<file path="src/include/ipt_regs.vh">
// Timing constants and field encodings for the integer pipeline stage timing block
`ifndef IPT_REGS_VH
`define IPT_REGS_VH
`define IPT_MODE_REG      3'h0
`define IPT_MODE_IMM      3'h1
`define IPT_MODE_MEM      3'h2
`define IPT_MODE_IND_PRE  3'h3
`define IPT_MODE_IND_POST 3'h4
`define IPT_BASE_AREG     2'h0
`define IPT_BASE_SUPP     2'h1
`define IPT_BASE_PC       2'h2
`define IPT_ACC_NONE      2'h0
`define IPT_ACC_ONE       2'h1
`define IPT_ACC_IND       2'h2
`define IPT_PC_EXTRA      4'h1
`define IPT_CNT_W         4
`endif

</file>
<file path="src/ipt_stage_ctrl.v">
// Stage timing and stall control for a four-stage integer pipeline
`timescale 1ns/1ps
`include "ipt_regs.vh"
module ipt_stage_ctrl #(
  parameter CW = `IPT_CNT_W
) (
  input  wire          clock,
  input  wire          rst,
  input  wire          in_valid,
  output wire          in_ready,
  input  wire [2:0]    in_mode,
  input  wire [1:0]    in_base_register_select,
  input  wire          in_ext_format,
  input  wire          in_dual_ea,
  input  wire [CW-1:0] in_calc_clocks,
  input  wire [CW-1:0] in_lead_clocks,
  input  wire [CW-1:0] in_base_clocks,
  input  wire          in_store,
  input  wire          in_atomic,
  input  wire          in_never_trap_op,
  output reg           fetch_req,
  output reg           fetch_uncached,
  input  wire          fetch_done,
  output reg           wr_req,
  input  wire          dmu_busy,
  output wire          calc_busy,
  output wire          fetch_busy,
  output wire          exec_busy,
  output wire          wb_busy,
  output reg           retire
);

  // Each stage holds one instruction in a valid flag; all but write-back add timing fields.
  // An instruction moves on only when the stage below is free in the same
  // clock, so a blocked stage freezes everything above it and nothing is
  // lost or doubled. Counters run down to one; a stage whose count reaches
  // one is done and leaves at the next edge if it may.
  // Limitation: counts are CW bits wide, so calculate plus the program
  // counter extra clock must stay below the counter's range.

  // Counter constants at the counter width
  localparam [CW-1:0] CNT_ZERO = {CW{1'b0}};
  localparam [CW-1:0] CNT_ONE  = {{(CW-1){1'b0}}, 1'b1};
  localparam [CW-1:0] CNT_MAX  = {CW{1'b1}};
  localparam [CW-1:0] PC_EXTRA = `IPT_PC_EXTRA;

  // Calculate stage
  reg          c_v_q;
  reg [CW-1:0] c_cnt_q;
  reg [1:0]    c_acc_q;
  reg          c_ext_q;
  reg          c_st_q;
  reg          c_at_q;
  reg [CW-1:0] c_lead_q;
  reg [CW-1:0] c_base_q;

  // Fetch stage
  reg          f_v_q;
  reg [1:0]    f_left_q;
  reg          f_ext_q;
  reg          f_st_q;
  reg          f_at_q;
  reg [CW-1:0] f_lead_q;
  reg [CW-1:0] f_base_q;
  reg [CW-1:0] f_stall_q;

  // Execute stage
  reg          e_v_q;
  reg [CW-1:0] e_cnt_q;
  reg          e_st_q;

  // Write-back stage
  reg          w_v_q;

  // Values loaded at each stage boundary
  wire [CW-1:0] c_cnt_d;
  wire [CW-1:0] c_lead_d;
  wire [CW-1:0] c_base_d;
  wire [1:0]    c_acc_d;
  wire [1:0]    f_left_d;
  wire [CW-1:0] e_cnt_d;

  // Access count per mode; indirect counts both accesses
  function [1:0] acc_of;
    input [2:0] m;
    begin
      if (m == `IPT_MODE_REG || m == `IPT_MODE_IMM) begin
        acc_of = `IPT_ACC_NONE;
      end else if (m == `IPT_MODE_MEM) begin
        acc_of = `IPT_ACC_ONE;
      end else begin
        // Post- and preindexed indirect share one count
        acc_of = `IPT_ACC_IND;
      end
    end
  endfunction

  wire       pc_base = (in_base_register_select == `IPT_BASE_PC);
  wire [1:0] acc1    = acc_of(in_mode);
  // A second memory operand adds one access
  wire [2:0] acc_tot = {1'b0, acc1} + {2'b00, in_dual_ea};
  wire       take    = in_valid && in_ready;

  // Execute finishes when its count ends; store goes out the clock after
  wire e_last   = e_v_q && (e_cnt_q <= CNT_ONE);
  // Operand fetches win over the pending write
  wire w_go     = w_v_q && !dmu_busy && !fetch_req;
  // A store leaves execute only when the write-back slot can take it
  wire e_free   = !e_v_q || (e_last && (!e_st_q || !w_v_q || w_go));
  wire e_end    = e_v_q && e_last && e_free;
  wire f_done   = f_v_q && (f_left_q == 2'h0 || (f_left_q == 2'h1 && fetch_done));
  wire f_move   = f_done && e_free;
  wire f_free   = !f_v_q || f_move;
  // Extension-format stall beyond lead keeps calculate occupied
  wire ext_hold = f_v_q && f_ext_q && !e_free && (f_stall_q >= f_lead_q);
  wire c_done   = c_v_q && (c_cnt_q <= CNT_ONE);
  wire c_move   = c_done && f_free && !ext_hold;

  assign in_ready = !c_v_q || c_move;

  // Never-trap op is forced to one clock and no stalls of its own
  assign c_cnt_d  = in_never_trap_op ? CNT_ONE :
                    (in_calc_clocks + (pc_base ? PC_EXTRA : CNT_ZERO));
  assign c_lead_d = in_never_trap_op ? CNT_ZERO :
                    (in_lead_clocks + (pc_base ? PC_EXTRA : CNT_ZERO));
  assign c_base_d = in_never_trap_op ? CNT_ONE : in_base_clocks;
  // Three counted accesses saturate; the fetch counter holds two at most
  assign c_acc_d  = in_never_trap_op ? `IPT_ACC_NONE : ((acc_tot > 3'h2) ? 2'h3 : acc_tot[1:0]);
  assign f_left_d = (c_acc_q == 2'h3) ? 2'h2 : c_acc_q;
  // Stall time eats lead time first
  assign e_cnt_d  = ((f_stall_q >= f_lead_q) ? CNT_ZERO : (f_lead_q - f_stall_q)) + f_base_q;

  assign calc_busy  = c_v_q;
  assign fetch_busy = f_v_q;
  assign exec_busy  = e_v_q;
  assign wb_busy    = w_v_q;

  // First operand fetch runs while calculate works on the next address
  always @* begin
    fetch_req      = f_v_q && (f_left_q != 2'h0);
    fetch_uncached = fetch_req && f_at_q;
  end

  // Calculate stage
  always @(posedge clock) begin
    if (rst) begin
      c_v_q    <= 1'b0;
      c_cnt_q  <= CNT_ZERO;
      c_acc_q  <= 2'h0;
      c_ext_q  <= 1'b0;
      c_st_q   <= 1'b0;
      c_at_q   <= 1'b0;
      c_lead_q <= CNT_ZERO;
      c_base_q <= CNT_ZERO;
    end else if (take) begin
      c_v_q    <= 1'b1;
      c_cnt_q  <= c_cnt_d;
      c_acc_q  <= c_acc_d;
      c_ext_q  <= in_ext_format && !in_never_trap_op;
      c_st_q   <= in_store && !in_never_trap_op;
      c_at_q   <= in_atomic;
      c_lead_q <= c_lead_d;
      c_base_q <= c_base_d;
    end else if (c_move) begin
      c_v_q <= 1'b0;
    end else if (c_v_q && !c_done) begin
      c_cnt_q <= c_cnt_q - CNT_ONE;
    end
  end

  // Fetch stage: one clock minimum, one per access
  always @(posedge clock) begin
    if (rst) begin
      f_v_q     <= 1'b0;
      f_left_q  <= 2'h0;
      f_ext_q   <= 1'b0;
      f_st_q    <= 1'b0;
      f_at_q    <= 1'b0;
      f_lead_q  <= CNT_ZERO;
      f_base_q  <= CNT_ZERO;
      f_stall_q <= CNT_ZERO;
    end else if (c_move) begin
      f_v_q     <= 1'b1;
      f_left_q  <= f_left_d;
      f_ext_q   <= c_ext_q;
      f_st_q    <= c_st_q;
      f_at_q    <= c_at_q;
      f_lead_q  <= c_lead_q;
      f_base_q  <= c_base_q;
      f_stall_q <= CNT_ZERO;
    end else if (f_move) begin
      f_v_q <= 1'b0;
    end else if (f_v_q) begin
      if (fetch_req && fetch_done) begin
        f_left_q <= f_left_q - 2'h1;
      end
      // Saturate so a long stall cannot wrap back into lead time
      if (f_done && !e_free && f_stall_q != CNT_MAX) begin
        f_stall_q <= f_stall_q + CNT_ONE;
      end
    end
  end

  // Execute stage
  always @(posedge clock) begin
    if (rst) begin
      e_v_q   <= 1'b0;
      e_cnt_q <= CNT_ZERO;
      e_st_q  <= 1'b0;
    end else if (f_move) begin
      e_v_q   <= 1'b1;
      e_st_q  <= f_st_q;
      e_cnt_q <= e_cnt_d;
    end else if (e_end) begin
      e_v_q <= 1'b0;
    end else if (e_v_q && !e_last) begin
      // Write-back plays no part in this count
      e_cnt_q <= e_cnt_q - CNT_ONE;
    end
  end

  // Write-back stage: the store request is made after its execute clock ends
  always @(posedge clock) begin
    if (rst) begin
      w_v_q <= 1'b0;
    end else if (e_end && e_st_q) begin
      w_v_q <= 1'b1;
    end else if (w_go) begin
      w_v_q <= 1'b0;
    end
  end

  // Registered pulses towards the far side
  always @(posedge clock) begin
    if (rst) begin
      retire <= 1'b0;
      wr_req <= 1'b0;
    end else begin
      retire <= e_end;
      wr_req <= w_go;
    end
  end

  // Counts are in clock cycles of this single clock
endmodule

</file>
<file path="config.mk">
export PLATFORM = sky130hd
export DESIGN_NAME = ipt_stage_ctrl
export DESIGN_NICKNAME = d
export VERILOG_FILES = /design/src/ipt_stage_ctrl.v
export VERILOG_INCLUDE_DIRS = /design/src /design/src/include
export SDC_FILE = /design/constraint.sdc
export NUM_CORES = 1
export LEC_CHECK = 0
export BUFFER_PORTS_ARGS = -buffer_cell sky130_fd_sc_hd__buf_2
export CAP_MARGIN = 10
export CORE_ASPECT_RATIO = 0.75
export CORE_MARGIN = 8
export CORE_UTILIZATION = 52
export CTS_CLUSTER_DIAMETER = 120
export DETAILED_ROUTE_END_ITERATION = 7
export GPL_TIMING_DRIVEN = 0
export PLACE_DENSITY_LB_ADDON = 0.3
export RECOVER_POWER = 100
export SLEW_MARGIN = 5
export SYNTH_ARGS = -nofsm -noshare
export SYNTH_HDL_FRONTEND = slang
export SYNTH_SLANG_ARGS = --single-unit
</file>
<file path="constraint.sdc">
create_clock -name clock -period 2.5 [get_ports clock]
set_input_delay 0.5 -clock clock [delete_from_list [all_inputs] [get_ports clock]]
set_output_delay 0.5 -clock clock [all_outputs]
set_load 0.02 [all_outputs]
</file>
**After elaboration in Yosys (flattened, before gate mapping)**

Cells that the tools add are included.

- Bits in registers: 45
- Word-level logic and storage cells: 134

- Add/subtract/negate cells: 9
- Order comparisons: 4
- Equal/unequal tests: 9
- Mux-type cells: 28
- Bitwise operators: 1
- Reductions and logical operators: 61

Operators by type and width:

| cell | number |
|---|---|
| 4-bit 2-to-1 mux | 10 |
| 1-bit logical AND | 26 |
| 2-bit 2-to-1 mux | 9 |
| 2-bit nonzero test | 9 |
| 1-bit zero test | 12 |
| 1-bit 2-to-1 mux | 9 |
| 4-bit adder | 2 |
| 4-bit by 1-bit <= comparator with 1-bit output (second input constant) | 2 |
| 4-bit by 1-bit subtractor with 4-bit output (second input constant) | 2 |
| 1-bit logical OR | 7 |
| 3-bit AND reduction | 2 |
| 4-bit by 1-bit adder with 4-bit output | 1 |
| 4-bit by 1-bit adder with 4-bit output (second input constant) | 1 |
| 2-bit == test (second input constant) | 2 |
| 4-bit greater-or-equal comparator | 1 |
| 2-bit by 1-bit != test with 1-bit output (second input constant) | 2 |
| 4-bit != test (second input constant) | 1 |
| 2-bit AND reduction | 2 |
| 4-bit subtractor | 1 |
| 2-bit by 1-bit adder with 3-bit output | 1 |
| 3-bit by 1-bit == test with 1-bit output (second input constant) | 1 |
| 3-bit by 2-bit == test with 1-bit output (second input constant) | 1 |
| 3-bit by 2-bit greater-than comparator with 1-bit output (second input constant) | 1 |
| 3-bit zero test | 1 |
| other kinds (6) | 6 |

**Depth between registers and ports, before layout**

- Word-level depth: 16
- Depth in mapped cells: 15
- Mapped depth without buffers: 15

**Least setup slack after synthesis**

Ideal clock, no wire load.

- Path kind: reg2reg
- Start: register f_stall_q[0]
- End: register e_cnt_q[3]
- Setup time: 0.120 ns
- Data arrival time: 2.616 ns
- Data required time: 2.380 ns
- Setup slack: -0.236 ns
- Stages on the path, launching flop included: 15
- Clock period less this slack: 2.736 ns
- Path through: dfxtp_1 > ha_1 > inv_1 > fa_1 > a21o_1 > a21oi_1 > nor2_1 > nand2_1 > inv_1 > ha_1 > a21o_1 > a21oi_1 > xor2_1 > a21oi_1 > o31a_1

- Cells in the longest elaborated chain, start to end: 4
- Elaborated cells between the ends (all ways): 5

Ends and longest elaborated chain:

| item | RTL line | RTL |
|---|---|---|
| from (decl) | ipt_stage_ctrl.v:65 | `reg [CW-1:0] f_stall_q;` |
| from (signal assigned) | ipt_stage_ctrl.v:199 | `f_stall_q <= f_stall_q + CNT_ONE;` |
| 4-bit subtractor / 4-bit greater-or-equal comparator (equally long branches) | ipt_stage_ctrl.v:131 | `assign e_cnt_d = ((f_stall_q >= f_lead_q) ? CNT_ZERO : (f_lead_q - f_stall_q)) + f_base_q;` |
| 4-bit 2-to-1 mux * | ipt_stage_ctrl.v:131 |  |
| 4-bit adder * | ipt_stage_ctrl.v:131 |  |
| 4-bit 2-to-1 mux * | ipt_stage_ctrl.v:210 | `end else if (f_move) begin` |
| to (signal assigned) | ipt_stage_ctrl.v:213 | `e_cnt_q <= e_cnt_d;` |
| to (signal assigned) | ipt_stage_ctrl.v:218 | `e_cnt_q <= e_cnt_q - CNT_ONE;` |
| to (decl) | ipt_stage_ctrl.v:69 | `reg [CW-1:0] e_cnt_q;` |

Every way passes the cells marked *; elsewhere a longest branch is shown, timed or not.
A chain may end at the register's enable or synchronous reset.

**Worst setup path after layout**

- Start: register f_left_q[0]
- End: output port in_ready

- Cells in the longest elaborated chain, start to end: 13
- Elaborated cells between the ends (all ways): 21

Ends and longest elaborated chain:

| item | RTL line | RTL |
|---|---|---|
| from (decl) | ipt_stage_ctrl.v:59 | `reg [1:0] f_left_q;` |
| from (signal assigned) | ipt_stage_ctrl.v:184 | `f_left_q <= f_left_d;` |
| from (signal assigned) | ipt_stage_ctrl.v:195 | `f_left_q <= f_left_q - 2'h1;` |
| 2-bit nonzero test | ipt_stage_ctrl.v:140 | `fetch_req = f_v_q && (f_left_q != 2'h0);` |
| 1-bit logical AND | ipt_stage_ctrl.v:140 |  |
| 1-bit zero test | ipt_stage_ctrl.v:107 | `wire w_go = w_v_q && !dmu_busy && !fetch_req;` |
| 1-bit logical AND | ipt_stage_ctrl.v:107 |  |
| 1-bit logical OR | ipt_stage_ctrl.v:109 | `wire e_free = !e_v_q \|\| (e_last && (!e_st_q \|\| !w_v_q \|\| w_go));` |
| 1-bit logical AND | ipt_stage_ctrl.v:109 |  |
| 1-bit logical OR | ipt_stage_ctrl.v:109 |  |
| 1-bit zero test | ipt_stage_ctrl.v:115 | `wire ext_hold = f_v_q && f_ext_q && !e_free && (f_stall_q >= f_lead_q);` |
| 1-bit logical AND (2 in series) | ipt_stage_ctrl.v:115 |  |
| 1-bit zero test | ipt_stage_ctrl.v:117 | `wire c_move = c_done && f_free && !ext_hold;` |
| 1-bit logical AND * | ipt_stage_ctrl.v:117 |  |
| 1-bit logical OR * | ipt_stage_ctrl.v:119 | `assign in_ready = !c_v_q \|\| c_move;` |
| to (decl) | ipt_stage_ctrl.v:10 | `output wire in_ready,` |

Marked as above.

==> qor.csv <==
stage,metric,value,unit
synth,synth_top_area_frac,0.331,
layout,antenna_cells,0,
critical_path,crit_required,2000,ps
clock_network,numCtsBuffers,5,
floorplan,start_util,0.534,
layout,fin_cells,415,
timing,period_minus_slack,2590,ps
clock_network,insertion_delay,290,ps
synth,syn_area,0.00260,mm²
detailed_routing,drtAntennaViolNets,0,
layout,area_growth,20.4,%
synth,synth_edf_count,0,
layout,fillCellCount,443,
placed_design,place.gp.congestion,0.867,
global_routing,grtUsageMet3,0.0415,
synth,synth.most_common_cell,dfxtp_1,
clock_network,htree_levels,2,
hold_path,hp-class,in2reg,
timing,holdWs,445,ps
critical_path,crit_fanout,6,
critical_path,cp_num_buf_inv,3,
synth,synthTopCellsByCount,"dfxtp_1, a21oi_1, o211ai_1",
timing,worstMarginPinSlew,813,ps
synth,synth.largest_area_cell,dfxtp_1,
global_routing,grt-busiest-layer,met2,
placed_design,port_buffers,33,
detailed_routing,wire_per_inst,15.6,µm
synth,synth.avg_cell_area,8.65,µm²
timing,clock.fmax,0.386,GHz
global_routing,grtUsageMet1,0.222,
global_routing,grt_pass1_vias,2236,
synth,ys.flop_type,dfxtp_1,
global_routing,globalRouteOverflowTotal,0,
timing,slew-limit-headroom,0.450,
timing,setup_slack,-91.7,ps
global_routing,grt_max_degree,14,
placed_design,post_dp_cell_area,0.00287,mm²
critical_path,crit_type,reg2out,
floorplan,die_y,77.3,µm
floorplan,die-width,97.7,µm
detailed_routing,vias,2400,
layout,fin_area,0.00314,mm²
critical_path,path_cells,inv_1 -> ha_1 -> nor2b_1 -> clkbuf_1 -> o2111ai_4 -> a31oi_4 -> o21ai_2 -> buf_4,
synth,synth.area.top_cells,"dfxtp_1, ha_1, a21oi_1",
layout,drive_gt1_frac,0.197,
synth,ys_warn_count,0,
power_and_ir_drop,powerDensity,582,mW/mm²
floorplan,ioPinCount,36,
status,violations,negative setup slack,
detailed_routing,via_per_inst,5.78,
timing,rsz0062_at_grt,true,
timing,finalClockSkew,8.94,ps
synth,async_flop_share,0,
power_and_ir_drop,leakage,1.16,nW
clock_network,cts_sinks,43,
critical_path,crit_arrival,2090,ps
detailed_routing,drt-initial-drc-count,97,
clock_network,cts_tree,built,
critical_path,cpPeakStageDelay,350,ps
detailed_routing,routed_wl,6470,µm
synth,synth_seq_area_share,0.331,
clock_network,clock_path_buffers,2,
layout,final-seq-area,865,µm²
synth,synth_seq_cells,43,
floorplan,core,0.00487,mm²
floorplan,die_area,0.00755,mm²
critical_path,cp_top_family,compound AO/OA/AOI/OAI gates,
timing,min_period_over_period,1.04,
timing,finalHoldViolations,0,
critical_path,start_kind,flop,
status,status,"complete, but fails checks",
global_routing,track_usage,0.166,
critical_path,slowest_stage,dfxtp_1,
clock_network,clkTransAtPathRegs,80,ps
global_routing,antenna_found_initial,0,
synth,synth_fp_nets,352,
timing,report.final.slew_viol_count,0,
layout,multiInputGateArea,0.00165,mm²
detailed_routing,drcViolationCount,0,
timing,setup_viol,2,
job,maxCapViolations,0,
layout,layout.nets,405,
placed_design,dp.cells,394,
global_routing,met2_usage,0.260,
critical_path,end_kind,output port,
layout,fin_util,0.644,
placed_design,dp.final_hpwl,4770,µm
power_and_ir_drop,peakVddDrop,0.357,mV
synth,netlist_instances,301,
clock_network,root_buffer,clkbuf_8,
floorplan,rows,22,
global_routing,grt_pass1_wl,10400,µm
detailed_routing,drtPass1Iterations,4,
synth,yosysUniqueCellTypes,45,
[stage by stage]
step	power, mW	TNS, ps	setup slack, ps
2_1_floorplan	1.07	-31.4	-31.4
3_3_place_gp	1.17	-194	-162
5_1_grt	1.92	-946	-232
6_report	1.83	-166	-91.7
4_1_cts	1.81	-119	-81.7
3_5_place_dp	1.18	-241	-201
[layout by cell type (no fill, tap or decap), types with 2 or more instances in the layout]
| master | synthesis | routed |
|---|---|---|
| clkbuf_4 | 0 | 3 |
| ha_1 | 22 | 20 |
| a22o_1 | 2 | 2 |
| mux2i_1 | 3 | 3 |
| ha_4 | 0 | 2 |
| a21oi_2 | 0 | 2 |
| a211oi_1 | 6 | 6 |
| xnor2_1 | 11 | 10 |
| bufinv_16 | 0 | 2 |
| nand2_1 | 8 | 8 |
| buf_2 | 6 | 26 |
| nor3_1 | 12 | 12 |
| inv_2 | 0 | 3 |
| clkbuf_1 | 10 | 21 |
| nor2b_1 | 3 | 3 |
| a21oi_1 | 36 | 34 |
| dfxtp_1 | 43 | 42 |
| a21o_1 | 4 | 4 |
| nand3_1 | 16 | 16 |
| or3_1 | 2 | 2 |
| clkbuf_2 | 0 | 5 |
| xor2_1 | 6 | 6 |
| and2_1 | 2 | 2 |
| clkbuf_8 | 0 | 5 |
| a31oi_1 | 3 | 3 |
| nor2_2 | 0 | 2 |
| nor3b_1 | 2 | 2 |
| buf_4 | 0 | 9 |
| o21ai_2 | 1 | 2 |
| o21ai_0 | 15 | 14 |
| o31a_1 | 2 | 2 |
| o211ai_1 | 24 | 24 |
| inv_1 | 22 | 19 |
| o31ai_1 | 2 | 2 |
| o311ai_0 | 4 | 4 |
| nand3b_1 | 2 | 2 |
| nor2_1 | 12 | 9 |
| nor4b_1 | 2 | 2 |
[registers in the layout, summed over array words and instances, names as in the netlist, 2 cells and up]
name and cells:
c_base_q 4, c_cnt_q 4, c_lead_q 4, e_cnt_q 4, f_base_q 4, f_lead_q 4, f_stall_q 4, c_acc_q 2
f_left_q 2
[final cells by class]
cell class / count / area share
clock buffer: 6 / 0.0231
sequential: 43 / 0.276
timing repair buffer: 46 / 0.0786
tap: 60 / 0.0239
multi-input combinational: 217 / 0.525
inverter: 22 / 0.0263
clock inverter: 2 / 0.0192
buffer: 19 / 0.0283
[power by group]
part	internal [mW]	switching, mW
registers	0.731	0.0421
logic	0.166	0.252
clock network	0.399	0.234
total	1.30	0.528
[metal layers]
layer	vias up	part of all wire
li1	1208	-
met3	5	0.050
met5	-	0
met4	0	0.0065
met2	47	0.44
met1	1140	0.50
[what timing repair did]
action	4_1_cts	5_1_grt
pin swaps	8	8
resized for setup	6	10
gates cloned	0	0
hold buffers	0	0
setup endpoints to repair	2	7
setup buffers	7	6
[cells by family (layout without fill, tap and decap cells)]
kind of cell / count (synthesis) / after routing / synth area share
AOI/OAI and AO/OA: 106 / 106 / 0.272
and+or+nand+nor: 67 / 67 / 0.139
adders and majority gates: 24 / 24 / 0.121
xor gates and xnor gates: 17 / 17 / 0.0572
muxes: 3 / 3 / 0.0115
buffers and inverters: 41 / 95 / 0.0678
DFF: 43 / 43 / 0.331
[final timing paths]
path / endpoint / depth (start not counted) / slack, ps / from
max: in_ready / 8 / -90 / f_left_q[0]
min: wr_req / 2 / 450 / dmu_busy
max reg2reg: e_cnt_q[3] / 14 / -70 / f_stall_q[0]
min reg2reg: f_at_q / 2 / 480 / c_at_q
[worst register-to-register path: cells and delay by family (launching register included)]
family | cells | cell delay (ps)
xor gates and xnor gates | 1 | 90
adders and majority gates | 3 | 730
and+or+nand+nor | 3 | 290
DFF | 1 | 380
buffers and inverters | 2 | 80
AOI/OAI and AO/OA | 5 | 900
Power figures use the tool's default switching activity.
